===== config.mk =====
export PLATFORM = sky130hd
export DESIGN_NAME = rtccv_top
export DESIGN_NICKNAME = d
export VERILOG_FILES = /design/src/rtccv_pkg.sv /design/src/rtccv_top.sv /design/src/rtccv_half_sec.sv
export VERILOG_INCLUDE_DIRS = /design/src /design/src/src
export SDC_FILE = /design/constraint.sdc
export NUM_CORES = 1
export LEC_CHECK = 0
export ABC_AREA = 1
export BUFFER_PORTS_ARGS = -buffer_cell sky130_fd_sc_hd__buf_2
export CAP_MARGIN = 20
export CORE_MARGIN = 1.5
export CORE_UTILIZATION = 40
export CTS_CLUSTER_SIZE = 8
export DETAILED_ROUTE_END_ITERATION = 10
export REMOVE_ABC_BUFFERS = 1
export SYNTH_ARGS = -nofsm -noshare
export SYNTH_HDL_FRONTEND = slang
export SYNTH_SLANG_ARGS = --single-unit

===== constraint.sdc =====
create_clock -name sys_clk -period 6.5 [get_ports sys_clk]
set_input_delay 0.65 -clock sys_clk [delete_from_list [all_inputs] [get_ports sys_clk]]
set_output_delay 0.65 -clock sys_clk [all_outputs]
set_load 0.1 [all_outputs]

===== src/rtccv_defs.svh =====
// Register offsets, field positions, reset values and timing counts
`ifndef RTCCV_DEFS_SVH
`define RTCCV_DEFS_SVH

// Register word offsets
`define RTCCV_OFF_CALCFG    4'h0
`define RTCCV_OFF_PWCCFG    4'h1
`define RTCCV_OFF_VALUE     4'h2
`define RTCCV_OFF_MINUTES_SECONDS_PAIR_LO 4'h3

// Calibration and configuration fields
`define RTCCV_BIT_ENABLE    15
`define RTCCV_BIT_UNLOCK    13
`define RTCCV_BIT_SYNC      12
`define RTCCV_BIT_HALF_SECOND_FLAG   11
`define RTCCV_BIT_OUTEN     10
`define RTCCV_PTR_HI        9
`define RTCCV_PTR_LO        8

// Reset values and pointer floor
`define RTCCV_CALCFG_RST    16'h0000
`define RTCCV_PWCCFG_RST    8'h00
`define RTCCV_PTR_FLOOR     2'b00

// Timing: one second at the system clock
`define RTCCV_SECOND_NS     1000000000
`define RTCCV_CLK_NS        100

`endif


===== src/rtccv_pkg.sv =====
// Types shared by the configuration and value window logic
package rtccv_pkg;

  typedef enum logic [1:0] {
    RTCCV_SEL_MINUTES_SECONDS_PAIR  = 2'b00,
    RTCCV_SEL_WDHR    = 2'b01,
    RTCCV_SEL_MTHDAY  = 2'b10,
    RTCCV_SEL_RSVYEAR = 2'b11
  } rtccv_sel_t;

  typedef struct packed {
    logic [3:0]  addr;
    logic [15:0] wdata;
    logic        wr;
    logic        rd;
  } rtccv_bus_t;

  typedef struct packed {
    logic [7:0] minutes;
    logic [7:0] seconds;
    logic [7:0] weekday;
    logic [7:0] hours;
    logic [7:0] month;
    logic [7:0] day;
    logic [7:0] year;
  } rtccv_time_t;

endpackage


===== src/rtccv_top.sv =====
// Configuration register and time value window of the real-time clock
// Behaviour
// - Output enable bit 10 gates timekeeper output
// - Pointer selects byte pair in value window
// - High byte access decrements pointer, floor 00
// - Configuration register cleared only at power-on
// - Enable bit writable only when unlocked
// - Half-second flag read-only, cleared by seconds write
// - Second register: eight upper bits, lower zero
// - Window writes accepted only when unlocked
// - Half-second flag high in second half
// - Reading either window byte decrements pointer
//
// Design decisions made here: the strobed register port and the placing of the registers.
`timescale 1ns/1ps
`default_nettype none
`include "rtccv_defs.svh"
module rtccv_top
  import rtccv_pkg::*;
#(
  parameter int unsigned HALF_CYCLES = (`RTCCV_SECOND_NS / `RTCCV_CLK_NS) / 2
) (
  // Clock and power-on reset
  input  wire logic        sys_clk,
  input  wire logic        reset,
  // Register port
  input  wire logic [3:0]  addr,
  input  wire logic [15:0] wdata,
  input  wire logic [1:0]  byte_en,
  input  wire logic        wr_stb,
  input  wire logic        rd_stb,
  output logic      [15:0] rdata,
  // Timekeeper output and status
  output logic             timekeeper_out,
  output logic             timekeeper_out_en,
  output logic             module_enable,
  output logic      [7:0]  power_ctl_bits
);
  rtccv_bus_t  bus;
  rtccv_time_t time_reg;
  logic [15:0] calcfg_reg;
  logic [7:0]  pwc_reg;
  logic [7:0]  cal_reg;
  logic        half_second_flag;
  logic        second_tick;
  logic        win_access;
  logic        win_hi_wr;
  logic        win_lo_wr;
  logic        minutes_seconds_pair_lo_wr;
  logic        cal_wr;
  logic [1:0]  value_window_pointer;
  logic [15:0] window_word;
  logic [15:0] rdata_next;

  assign bus = '{addr: addr, wdata: wdata, wr: wr_stb, rd: rd_stb};
  assign cal_wr = bus.wr && bus.addr == `RTCCV_OFF_CALCFG;
  assign value_window_pointer = calcfg_reg[`RTCCV_PTR_HI:`RTCCV_PTR_LO];
  assign module_enable = calcfg_reg[`RTCCV_BIT_ENABLE];

  // Window accesses: any read, or a high-byte write
  assign win_access = bus.addr == `RTCCV_OFF_VALUE &&
                      (bus.rd || (bus.wr && byte_en[1]));
  assign win_hi_wr = bus.wr && bus.addr == `RTCCV_OFF_VALUE && byte_en[1] &&
                     calcfg_reg[`RTCCV_BIT_UNLOCK];
  assign win_lo_wr = bus.wr && bus.addr == `RTCCV_OFF_VALUE && byte_en[0] &&
                     calcfg_reg[`RTCCV_BIT_UNLOCK];
  assign minutes_seconds_pair_lo_wr = (win_lo_wr && value_window_pointer == RTCCV_SEL_MINUTES_SECONDS_PAIR) ||
                        (bus.wr && bus.addr == `RTCCV_OFF_MINUTES_SECONDS_PAIR_LO &&
                         calcfg_reg[`RTCCV_BIT_UNLOCK]);

  // Configuration register; the only reset is power-on
  always_ff @(posedge sys_clk or posedge reset) begin
    if (reset) begin
      calcfg_reg <= `RTCCV_CALCFG_RST;
    end else begin
      if (cal_wr) begin
        if (calcfg_reg[`RTCCV_BIT_UNLOCK]) begin
          calcfg_reg[`RTCCV_BIT_ENABLE] <= bus.wdata[`RTCCV_BIT_ENABLE];
        end
        calcfg_reg[`RTCCV_BIT_UNLOCK] <= bus.wdata[`RTCCV_BIT_UNLOCK];
        calcfg_reg[`RTCCV_BIT_OUTEN]  <= bus.wdata[`RTCCV_BIT_OUTEN];
        calcfg_reg[`RTCCV_PTR_HI:`RTCCV_PTR_LO] <=
          bus.wdata[`RTCCV_PTR_HI:`RTCCV_PTR_LO];
        calcfg_reg[7:0] <= bus.wdata[7:0];
      end else if (win_access && value_window_pointer != `RTCCV_PTR_FLOOR) begin
        calcfg_reg[`RTCCV_PTR_HI:`RTCCV_PTR_LO] <=
          value_window_pointer - 2'b01;
      end
      calcfg_reg[14] <= 1'b0;
      calcfg_reg[`RTCCV_BIT_SYNC] <= 1'b0;
      calcfg_reg[`RTCCV_BIT_HALF_SECOND_FLAG] <= half_second_flag;
    end
  end

  assign cal_reg = calcfg_reg[7:0];

  // Second configuration register, upper byte only
  always_ff @(posedge sys_clk or posedge reset) begin
    if (reset) begin
      pwc_reg <= `RTCCV_PWCCFG_RST;
    end else if (bus.wr && bus.addr == `RTCCV_OFF_PWCCFG) begin
      pwc_reg <= bus.wdata[15:8];
    end
  end
  assign power_ctl_bits = pwc_reg;

  // Half-second phase; cleared by a write to the seconds byte
  rtccv_half_sec #(
    .HALF_CYCLES (HALF_CYCLES)
  ) u_half (
    .sys_clk          (sys_clk),
    .reset            (reset),
    .run              (module_enable),
    .clear            (minutes_seconds_pair_lo_wr),
    .half_second_flag (half_second_flag),
    .second_tick      (second_tick)
  );

  // Time value storage, one byte pair per pointer value except 11, which holds the year byte only
  always_ff @(posedge sys_clk or posedge reset) begin
    if (reset) begin
      time_reg <= '0;
    end else begin
      if (win_hi_wr) begin
        case (value_window_pointer)
          RTCCV_SEL_MINUTES_SECONDS_PAIR: time_reg.minutes <= bus.wdata[15:8];
          RTCCV_SEL_WDHR:   time_reg.weekday <= bus.wdata[15:8];
          RTCCV_SEL_MTHDAY: time_reg.month   <= bus.wdata[15:8];
          default:          ;
        endcase
      end
      if (win_lo_wr) begin
        case (value_window_pointer)
          RTCCV_SEL_MINUTES_SECONDS_PAIR: time_reg.seconds <= bus.wdata[7:0];
          RTCCV_SEL_WDHR:   time_reg.hours   <= bus.wdata[7:0];
          RTCCV_SEL_MTHDAY: time_reg.day     <= bus.wdata[7:0];
          default:          time_reg.year    <= bus.wdata[7:0];
        endcase
      end else if (bus.wr && bus.addr == `RTCCV_OFF_MINUTES_SECONDS_PAIR_LO &&
                   calcfg_reg[`RTCCV_BIT_UNLOCK]) begin
        time_reg.seconds <= bus.wdata[7:0];
      end else if (second_tick && !win_hi_wr) begin
        time_reg.seconds <= (time_reg.seconds == 8'h3b) ? 8'h00 :
                            time_reg.seconds + 8'h01;
      end
    end
  end

  // Byte pair chosen by the pointer
  always_comb begin
    case (value_window_pointer)
      RTCCV_SEL_MINUTES_SECONDS_PAIR: window_word = {time_reg.minutes, time_reg.seconds};
      RTCCV_SEL_WDHR:   window_word = {time_reg.weekday, time_reg.hours};
      RTCCV_SEL_MTHDAY: window_word = {time_reg.month, time_reg.day};
      default:          window_word = {8'h00, time_reg.year};
    endcase
  end

  // Read mux
  always_comb begin
    case (bus.addr)
      `RTCCV_OFF_CALCFG:    rdata_next = calcfg_reg;
      `RTCCV_OFF_PWCCFG:    rdata_next = {pwc_reg, 8'h00};
      `RTCCV_OFF_VALUE:     rdata_next = window_word;
      `RTCCV_OFF_MINUTES_SECONDS_PAIR_LO: rdata_next = {8'h00, time_reg.seconds};
      default:              rdata_next = 16'h0000;
    endcase
  end

  always_ff @(posedge sys_clk or posedge reset) begin
    if (reset) begin
      rdata <= 16'h0000;
    end else if (bus.rd) begin
      rdata <= rdata_next;
    end else begin
      rdata <= 16'h0000;
    end
  end

  // Timekeeper output: half-second square wave
  always_ff @(posedge sys_clk or posedge reset) begin
    if (reset) begin
      timekeeper_out    <= 1'b0;
      timekeeper_out_en <= 1'b0;
    end else begin
      timekeeper_out_en <= calcfg_reg[`RTCCV_BIT_OUTEN];
      timekeeper_out    <= calcfg_reg[`RTCCV_BIT_OUTEN] & half_second_flag;
    end
  end

  logic unused_cal;
  assign unused_cal = ^cal_reg;
endmodule
`default_nettype wire


===== src/rtccv_half_sec.sv =====
// Half-second phase generator with software clear
`timescale 1ns/1ps
`default_nettype none
`include "rtccv_defs.svh"
module rtccv_half_sec #(
  parameter int unsigned HALF_CYCLES = (`RTCCV_SECOND_NS / `RTCCV_CLK_NS) / 2
) (
  // Clock and reset
  input  wire logic sys_clk,
  input  wire logic reset,
  // Control
  input  wire logic run,
  input  wire logic clear,
  // Status
  output logic      half_second_flag,
  output logic      second_tick
);
  logic [31:0] count_reg;

  always_ff @(posedge sys_clk or posedge reset) begin
    if (reset) begin
      count_reg        <= 32'h0000_0000;
      half_second_flag <= 1'b0;
      second_tick      <= 1'b0;
    end else begin
      second_tick <= 1'b0;
      if (clear) begin
        // Restart the second at its first half
        count_reg        <= 32'h0000_0000;
        half_second_flag <= 1'b0;
      end else if (run) begin
        if (count_reg == HALF_CYCLES - 1) begin
          count_reg        <= 32'h0000_0000;
          half_second_flag <= ~half_second_flag;
          second_tick      <= half_second_flag;
        end else begin
          count_reg <= count_reg + 32'h0000_0001;
        end
      end
    end
  end
endmodule
`default_nettype wire


==> metrics.md, run 1 <==
| Metric | Value |
|---|---|
| Critical path depth | 5 |
| Worst path bufs/invs | 2 |
| Pwr Density | 310 nW/um^2 |
| Final Non-Filler Cells | roughly 1200 |
| Ys Warns | 0 |
| Clk buf depth | 2 |
| DRC Markers | 0 |
| Worst Setup End Kind | flop |
| Share of layout cells above drive strength 1 | 12.0% |
| Worst path top cell family by delay | adder cells |
| Post-layout net count | 985 |
| DR vias | 6032 |
| Slew HR | roughly 40% |
| Max reg flops | between 50 and 60 |
| Clock Pin Slew Worst Setup and Hold Paths | 0.06 ns |
| Sink Count | 130 |
| Worst-path maximum fanout | 17 |
| GPL Wtd Cong | approximately 0.89 |
| Die Width | around 130 microns |
| First-pass GRT wire length | a little under 30 mm |
| Arrival time worst endpoint | between 2 and 3 ns |
| Max-cap viol count | 0 |
| LEAKAGE | between 3 and 4 nW |
| Period utilization | 39.1% |
| Status | finished clean |
| Most frequent CP cell | inv_1 |
| Num CTS Buffers | 17 |
| Final critical-path required period | approximately 2.5 ns |
| Post-CTS Hold Fix Bufs | 0 |
| Worst path max stage delay | around 0.72 ns |
| Reg2Reg Depth | 5 |
| Detail Route Antenna Nets | 0 |
| Later-pin clock latency in the skew report | around 0.42 ns |
| DPL Wire Length | 12.4 mm |
| Final hold vios | 0 |
| Max Fclk | about 400 MHz |
| ANT cells | 0 |
| RR Endpoint | time_reg[54] |
| Synthesized netlist cell count | around 900 |
| Postcts setup bufs | 0 |
| Yosys cell types | 37 |
| Total track usage | around 21% |
| Number of flops mapped to enable cells by yosys | 0 |
| Met2 wire len | ~8 mm |
| Total power | ~2.4 mW |
| DR top layer | met4 |
| Clk_skew | 0.0100 ns |
| Clock root buffer | clkbuf_16 |
| CTS resizes | 0 |
| Synthesis-to-layout area growth | 14.1% |
| R2R setup slack | between 3 and 4 ns |
| Setup TNS | 0 ns |
| Starting density of the core | between 40% and 50% |
| Vias in the first global route | 5543 |
| DR WL/cell | 15.0 microns |
| Register area share after synthesis | approximately 47% |
| CP max stage cell | ha_1 |
| Initial antenna violation count | 0 |
| Total number of H-tree levels | 4 |
| Input/output buffers | 52 |
| Critical path class | reg2reg |
| Core ar. | 16700 sq um |
| Max VDD drop | 209 uV |
| Most used DFF post-synth | dfrtp_1 |
| Type of the tightest min-delay check | in2async |
| Crit Reg-Reg Startpoint | calcfg_reg[8] |
| Crit path launch type | flop |
| DP Cell Count | 1154 |
| Number of core rows | between 40 and 50 |
| Vias per Instance | a little over 5 |
| Post-DP Area | 7270 sq um |
| Final design utilization | 47.0% |
| Chip height | around 130 microns |
| Met1 Wirelength | 8.89 mm |
| Critical Path RT | about 7 ns |
| Fin. max-slew vios | 0 |
| Final WL | approximately 18 mm |
| Setup violators final | 0 |
| Die Footprint | around 18000 sq um |
| Largest net degree at the start of global routing | 70 |
| Met3 Wirelength | just under 700 microns |
| Design area | approximately 7800 sq um |
| Slew @ Worst Pin | 0.889 ns |
| Synth Area per Inst | around 7.6 sq um |
| RSZ-0062 raised after global routing | false |
| Async set-reset flop share out of synthesis | 100% |
| Drt pass-1 iters | 6 |
| Initial DRC Count | between 400 and 500 |
| Synthesized cell area | 6880 sq um |
| Flops & latches, synth | 130 |
| CP cell instances | inv_1 > ha_1 > inv_1 > nor2_2 > mux2_2 |
| Overflow after GRT | 0 |
| Ports | 53 |
| CTS tree | built |
-- stage by stage --
step	hold slack, ns	setup slack [ns]
finish	0.295	3.96
global route	0.340	3.78
CTS	0.323	3.94
detailed placement	0.464	3.69
global placement	0.462	3.77
floorplan	0.394	2.38
-- final cells by class --
class	count	area, sq um
fill	1752	8850
sequential	130	3250
multi-input combinational	652	3100
clock buffer	17	425
inverter	99	379
tap	220	275
timing repair buffer	53	268
clock inverter	15	149
-- routing by layer --
layer	global-route usage, %	vias up
met1	29.3	2850
met2	32.1	138
met4	6.81	0
met5	0	-
met3	3.78	22
li1	-	3022
-- worst reg2reg max path, delay by kind of cell, from the launching register on --
kind                       cells  cell delay, ns
buffers and inverters          2            0.40
DFF                            1            0.41
and+or+nand+nor                1            0.50
adders and majority gates      1            0.72
muxes                          1            0.40
-- cell usage after synthesis (9+ instances only) --
| cell | number | area [sq um] |
|---|---|---|
| nand2_1 | 278 | 1040 |
| dfrtp_1 | 130 | 3250 |
| nor2_1 | 105 | 394 |
| inv_1 | 93 | 349 |
| o21ai_0 | 86 | 430 |
| nand3_1 | 52 | 260 |
| nand4_1 | 24 | 150 |
| a21oi_1 | 19 | 95.1 |
| o211ai_1 | 14 | 105 |
| buf_2 | 10 | 50.1 |
| clkbuf_1 | 9 | 33.8 |
| o21a_1 | 9 | 67.6 |
-- worst max path at each step --
stage | from | slack (ns) | end
finish | calcfg_reg[8] | 3.96 | time_reg[54]
global route | calcfg_reg[8] | 3.78 | time_reg[54]
CTS | calcfg_reg[15] | 3.94 | module_enable
detailed placement | addr[0] | 3.69 | time_reg[54]
global placement | addr[0] | 3.77 | time_reg[51]
floorplan | reset | 2.38 | calcfg_reg[0]
-- placed cells by master, fill, tap and decap left out, types with 4 or more instances in the layout --
cell type,count
dfrtp_1,130
clkbuf_16,17
nand4_1,24
o21a_1,9
o211ai_1,14
nor2_1,105
nor3_1,6
inv_1,92
nand3_1,52
nand2_1,278
xor2_1,8
o21ai_0,86
ha_1,6
nor2_2,4
a21oi_1,19
buf_2,52
nand2_2,7
mux2_2,7
clkinvlp_4,4
inv_2,4
o21ai_1,6
inv_6,6
-- power breakdown --
group          internal, mW  switching, mW
combinational         0.126          0.396
clock                 0.537          0.404
sequential            0.892         0.0758
-- kinds of logic after synthesis --
group	Yosys count	synth area share, %
simple gates	485	29.8
mux	7	1.15
buf+inv	127	7.69
flops	130	47.3
fa+ha+maj	6	1.09
compound gates	145	11.8
xor+xnor	9	1.15
Power figures use the tool's default switching activity.
==> inputs of run 2 (changes only) <==
==> constraint.sdc (replaced) <==
create_clock -name sys_clk -period 2.55 [get_ports sys_clk]
set_input_delay 0.255 -clock sys_clk [delete_from_list [all_inputs] [get_ports sys_clk]]
set_output_delay 0.255 -clock sys_clk [all_outputs]
set_load 0.1 [all_outputs]
==> run 2 against run 1 <==
Effect of this change:
- clock power increased to 2.8 times the previous value
- cell count increased by 1.0%
- non-clock buffer count increased by 12
- core utilization increased by 0.89 points
- critical path type unchanged
- highest routed layer unchanged
==> metrics.md, run 2 (synthesis results as in run 1) <==
| Metric | Value |
|---|---|
| Pwr Density | 805 nW/um^2 |
| Post-DP Area | 7370 sq um |
| RSZ-0062 raised after global routing | false |
| Initial DRC Count | roughly 450 |
| Slew @ Worst Pin | between 0.6 and 0.7 ns |
| Setup violators final | 0 |
| Type of the tightest min-delay check | in2reg |
| Synthesis-to-layout area growth | 16.2% |
| GRT met2 Usage | between 30% and 40% |
| Chip height | 134 microns |
| Final hold vios | 0 |
| Commonest non-fill, non-tap cell in the layout | nand2_1 |
| Period utilization | 82.7% |
| Max reg flops | 56 |
| Met3 GRT Util | around 4.7% |
| Final WL | roughly 19 mm |
| Met1 usage | 30.9% |
| Input/output buffers | 52 |
| Postcts setup bufs | 0 |
| Clock root buffer | clkbuf_16 |
| Die Footprint | approximately 18000 sq um |
| GPL Wtd Cong | ~0.9 |
| Global route hottest layer | met2 |
| Total power | about 6.4 mW |
| Placement Setup Slack | between 0.4 and 0.5 ns |
| Fill cell count | around 1700 |
| DR vias | 6194 |
| Post-layout net count | 997 |
| Max VDD drop | roughly 490 uV |
| Max-cap viol count | 0 |
| Critical Path RT | around 2.9 ns |
| Ports | 53 |
| Clk buf depth | 2 |
| Clk_skew | ~0.0065 ns |
| Largest net degree at the start of global routing | 47 |
| Most frequent cells in the layout | 278 x nand2_1, 130 x dfrtp_1, 105 x nor2_1, 92 x inv_1, 86 x o21ai_0 |
| Initial antenna violation count | 0 |
| Vias in the first global route | about 6000 |
| Worst-path maximum fanout | 9 |
| Share of layout cells above drive strength 1 | 13.0% |
| First-pass GRT wire length | between 30 and 40 mm |
| Slew HR | ~56% |
| Drt pass-1 iters | 5 |
| Die Width | roughly 130 microns |
| Arrival time worst endpoint | roughly 2.4 ns |
| DRC Markers | 0 |
| Post-CTS Hold Fix Bufs | 1 |
| Fin. max-slew vios | 0 |
| Status | finished clean |
| ANT cells | 0 |
| Vias per Instance | a little over 5 |
| Hold Slack | a little under 0.06 ns |
| Overflow after GRT | 0 |
| Final critical-path required period | 2.11 ns |
| DR WL/cell | about 16 microns |
| Detail Route Antenna Nets | 0 |
| Worst Setup End Kind | flop |
| Later-pin clock latency in the skew report | approximately 0.42 ns |
| Sink Count | 130 |
| Number of core rows | 47 |
| Crit path launch type | flop |
| Post-route setup slack | 0.441 ns |
| Design area | 8000 sq um |
| Clock Pin Slew Worst Setup and Hold Paths | roughly 0.060 ns |
| CTS tree | built |
| Starting density of the core | between 40% and 50% |
| Critical path class | reg2reg |
| CTS resizes | 0 |
| Max Fclk | around 470 MHz |
| Final Non-Filler Cells | ~1200 |
| Num CTS Buffers | 17 |
| DP Cell Count | 1165 |
| LEAKAGE | 3.85 nW |
| DPL Wire Length | between 10 and 15 mm |
| Total number of H-tree levels | 4 |
| Total track usage | between 20% and 30% |
| Core ar. | 16700 sq um |
run 2: changes by cell type in the layout (fill, tap and decap cells not counted), sizes merged:
cell | before | now
bufinv | 1 | 3
clkinvlp | 4 | 2
dlygate4sd3 | 0 | 1
buf | 53 | 64
run 2: routing by layer:
layer	vias to the layer above	share of wire (%)	routed length, microns
met2	153	45	8420
met3	20	4.7	877
met1	2972	48	9030
li1	3049	-	-
met4	0	1.6	298
met5	-	0	0
run 2: per-stage QoR:
step / TNS, ns / util (%)
final: 0 / 47.9
after global routing: 0 / 47.9
after CTS: 0 / 47.9
after detailed placement: 0 / 44.1
after global placement: 0 / 44.1
after floorplan: -152.67 / -
run 2: critical path: stages (launching register included):
cell and delay [ns]:
dfrtp_1 0.47, ha_1 0.29, nand3_2 0.15, inv_1 0.20, nand3b_1 0.11, nor2_1 0.13, nand2_1 0.19, nand2_2 0.12
nand2_2 0.16, nand2_1 0.12, nor2_1 0.05
run 2: final timing paths:
path / cells after the start / slack (ns) / start / to
worst max-delay path: 10 / 0.44 / u_half.count_reg[0] / u_half.count_reg[22]
worst min-delay path: 3 / 0.06 / wdata[13] / time_reg[37]
worst max register to register: 10 / 0.44 / u_half.count_reg[0] / u_half.count_reg[22]
worst min register to register: 0 / 0.45 / calcfg_reg[10] / timekeeper_out_en
max in group asynchronous: 4 / 1.43 / reset / u_half.count_reg[1]
min in group asynchronous: 3 / 0.41 / reset / rdata[2]
run 2: area by class of cell:
cell class                      instances  area [sq um]  share of cell area (%)
Timing Repair Buffer                   65           373                    4.66
Multi-Input combinational cell        652          3100                    38.7
Clock inverter                         15           193                    2.41
Sequential cell                       130          3250                    40.7
Tap cell                              220           275                    3.44
Inverter                               99           379                    4.74
Clock buffer                           17           425                    5.32
run 2: where the power goes:
part	total (mW)	internal (mW)	switching (mW)
Sequential	2.45	2.27	0.176
Clock	2.59	1.57	1.03
Combinational	1.39	0.351	1.04
Total	6.44	4.19	2.25
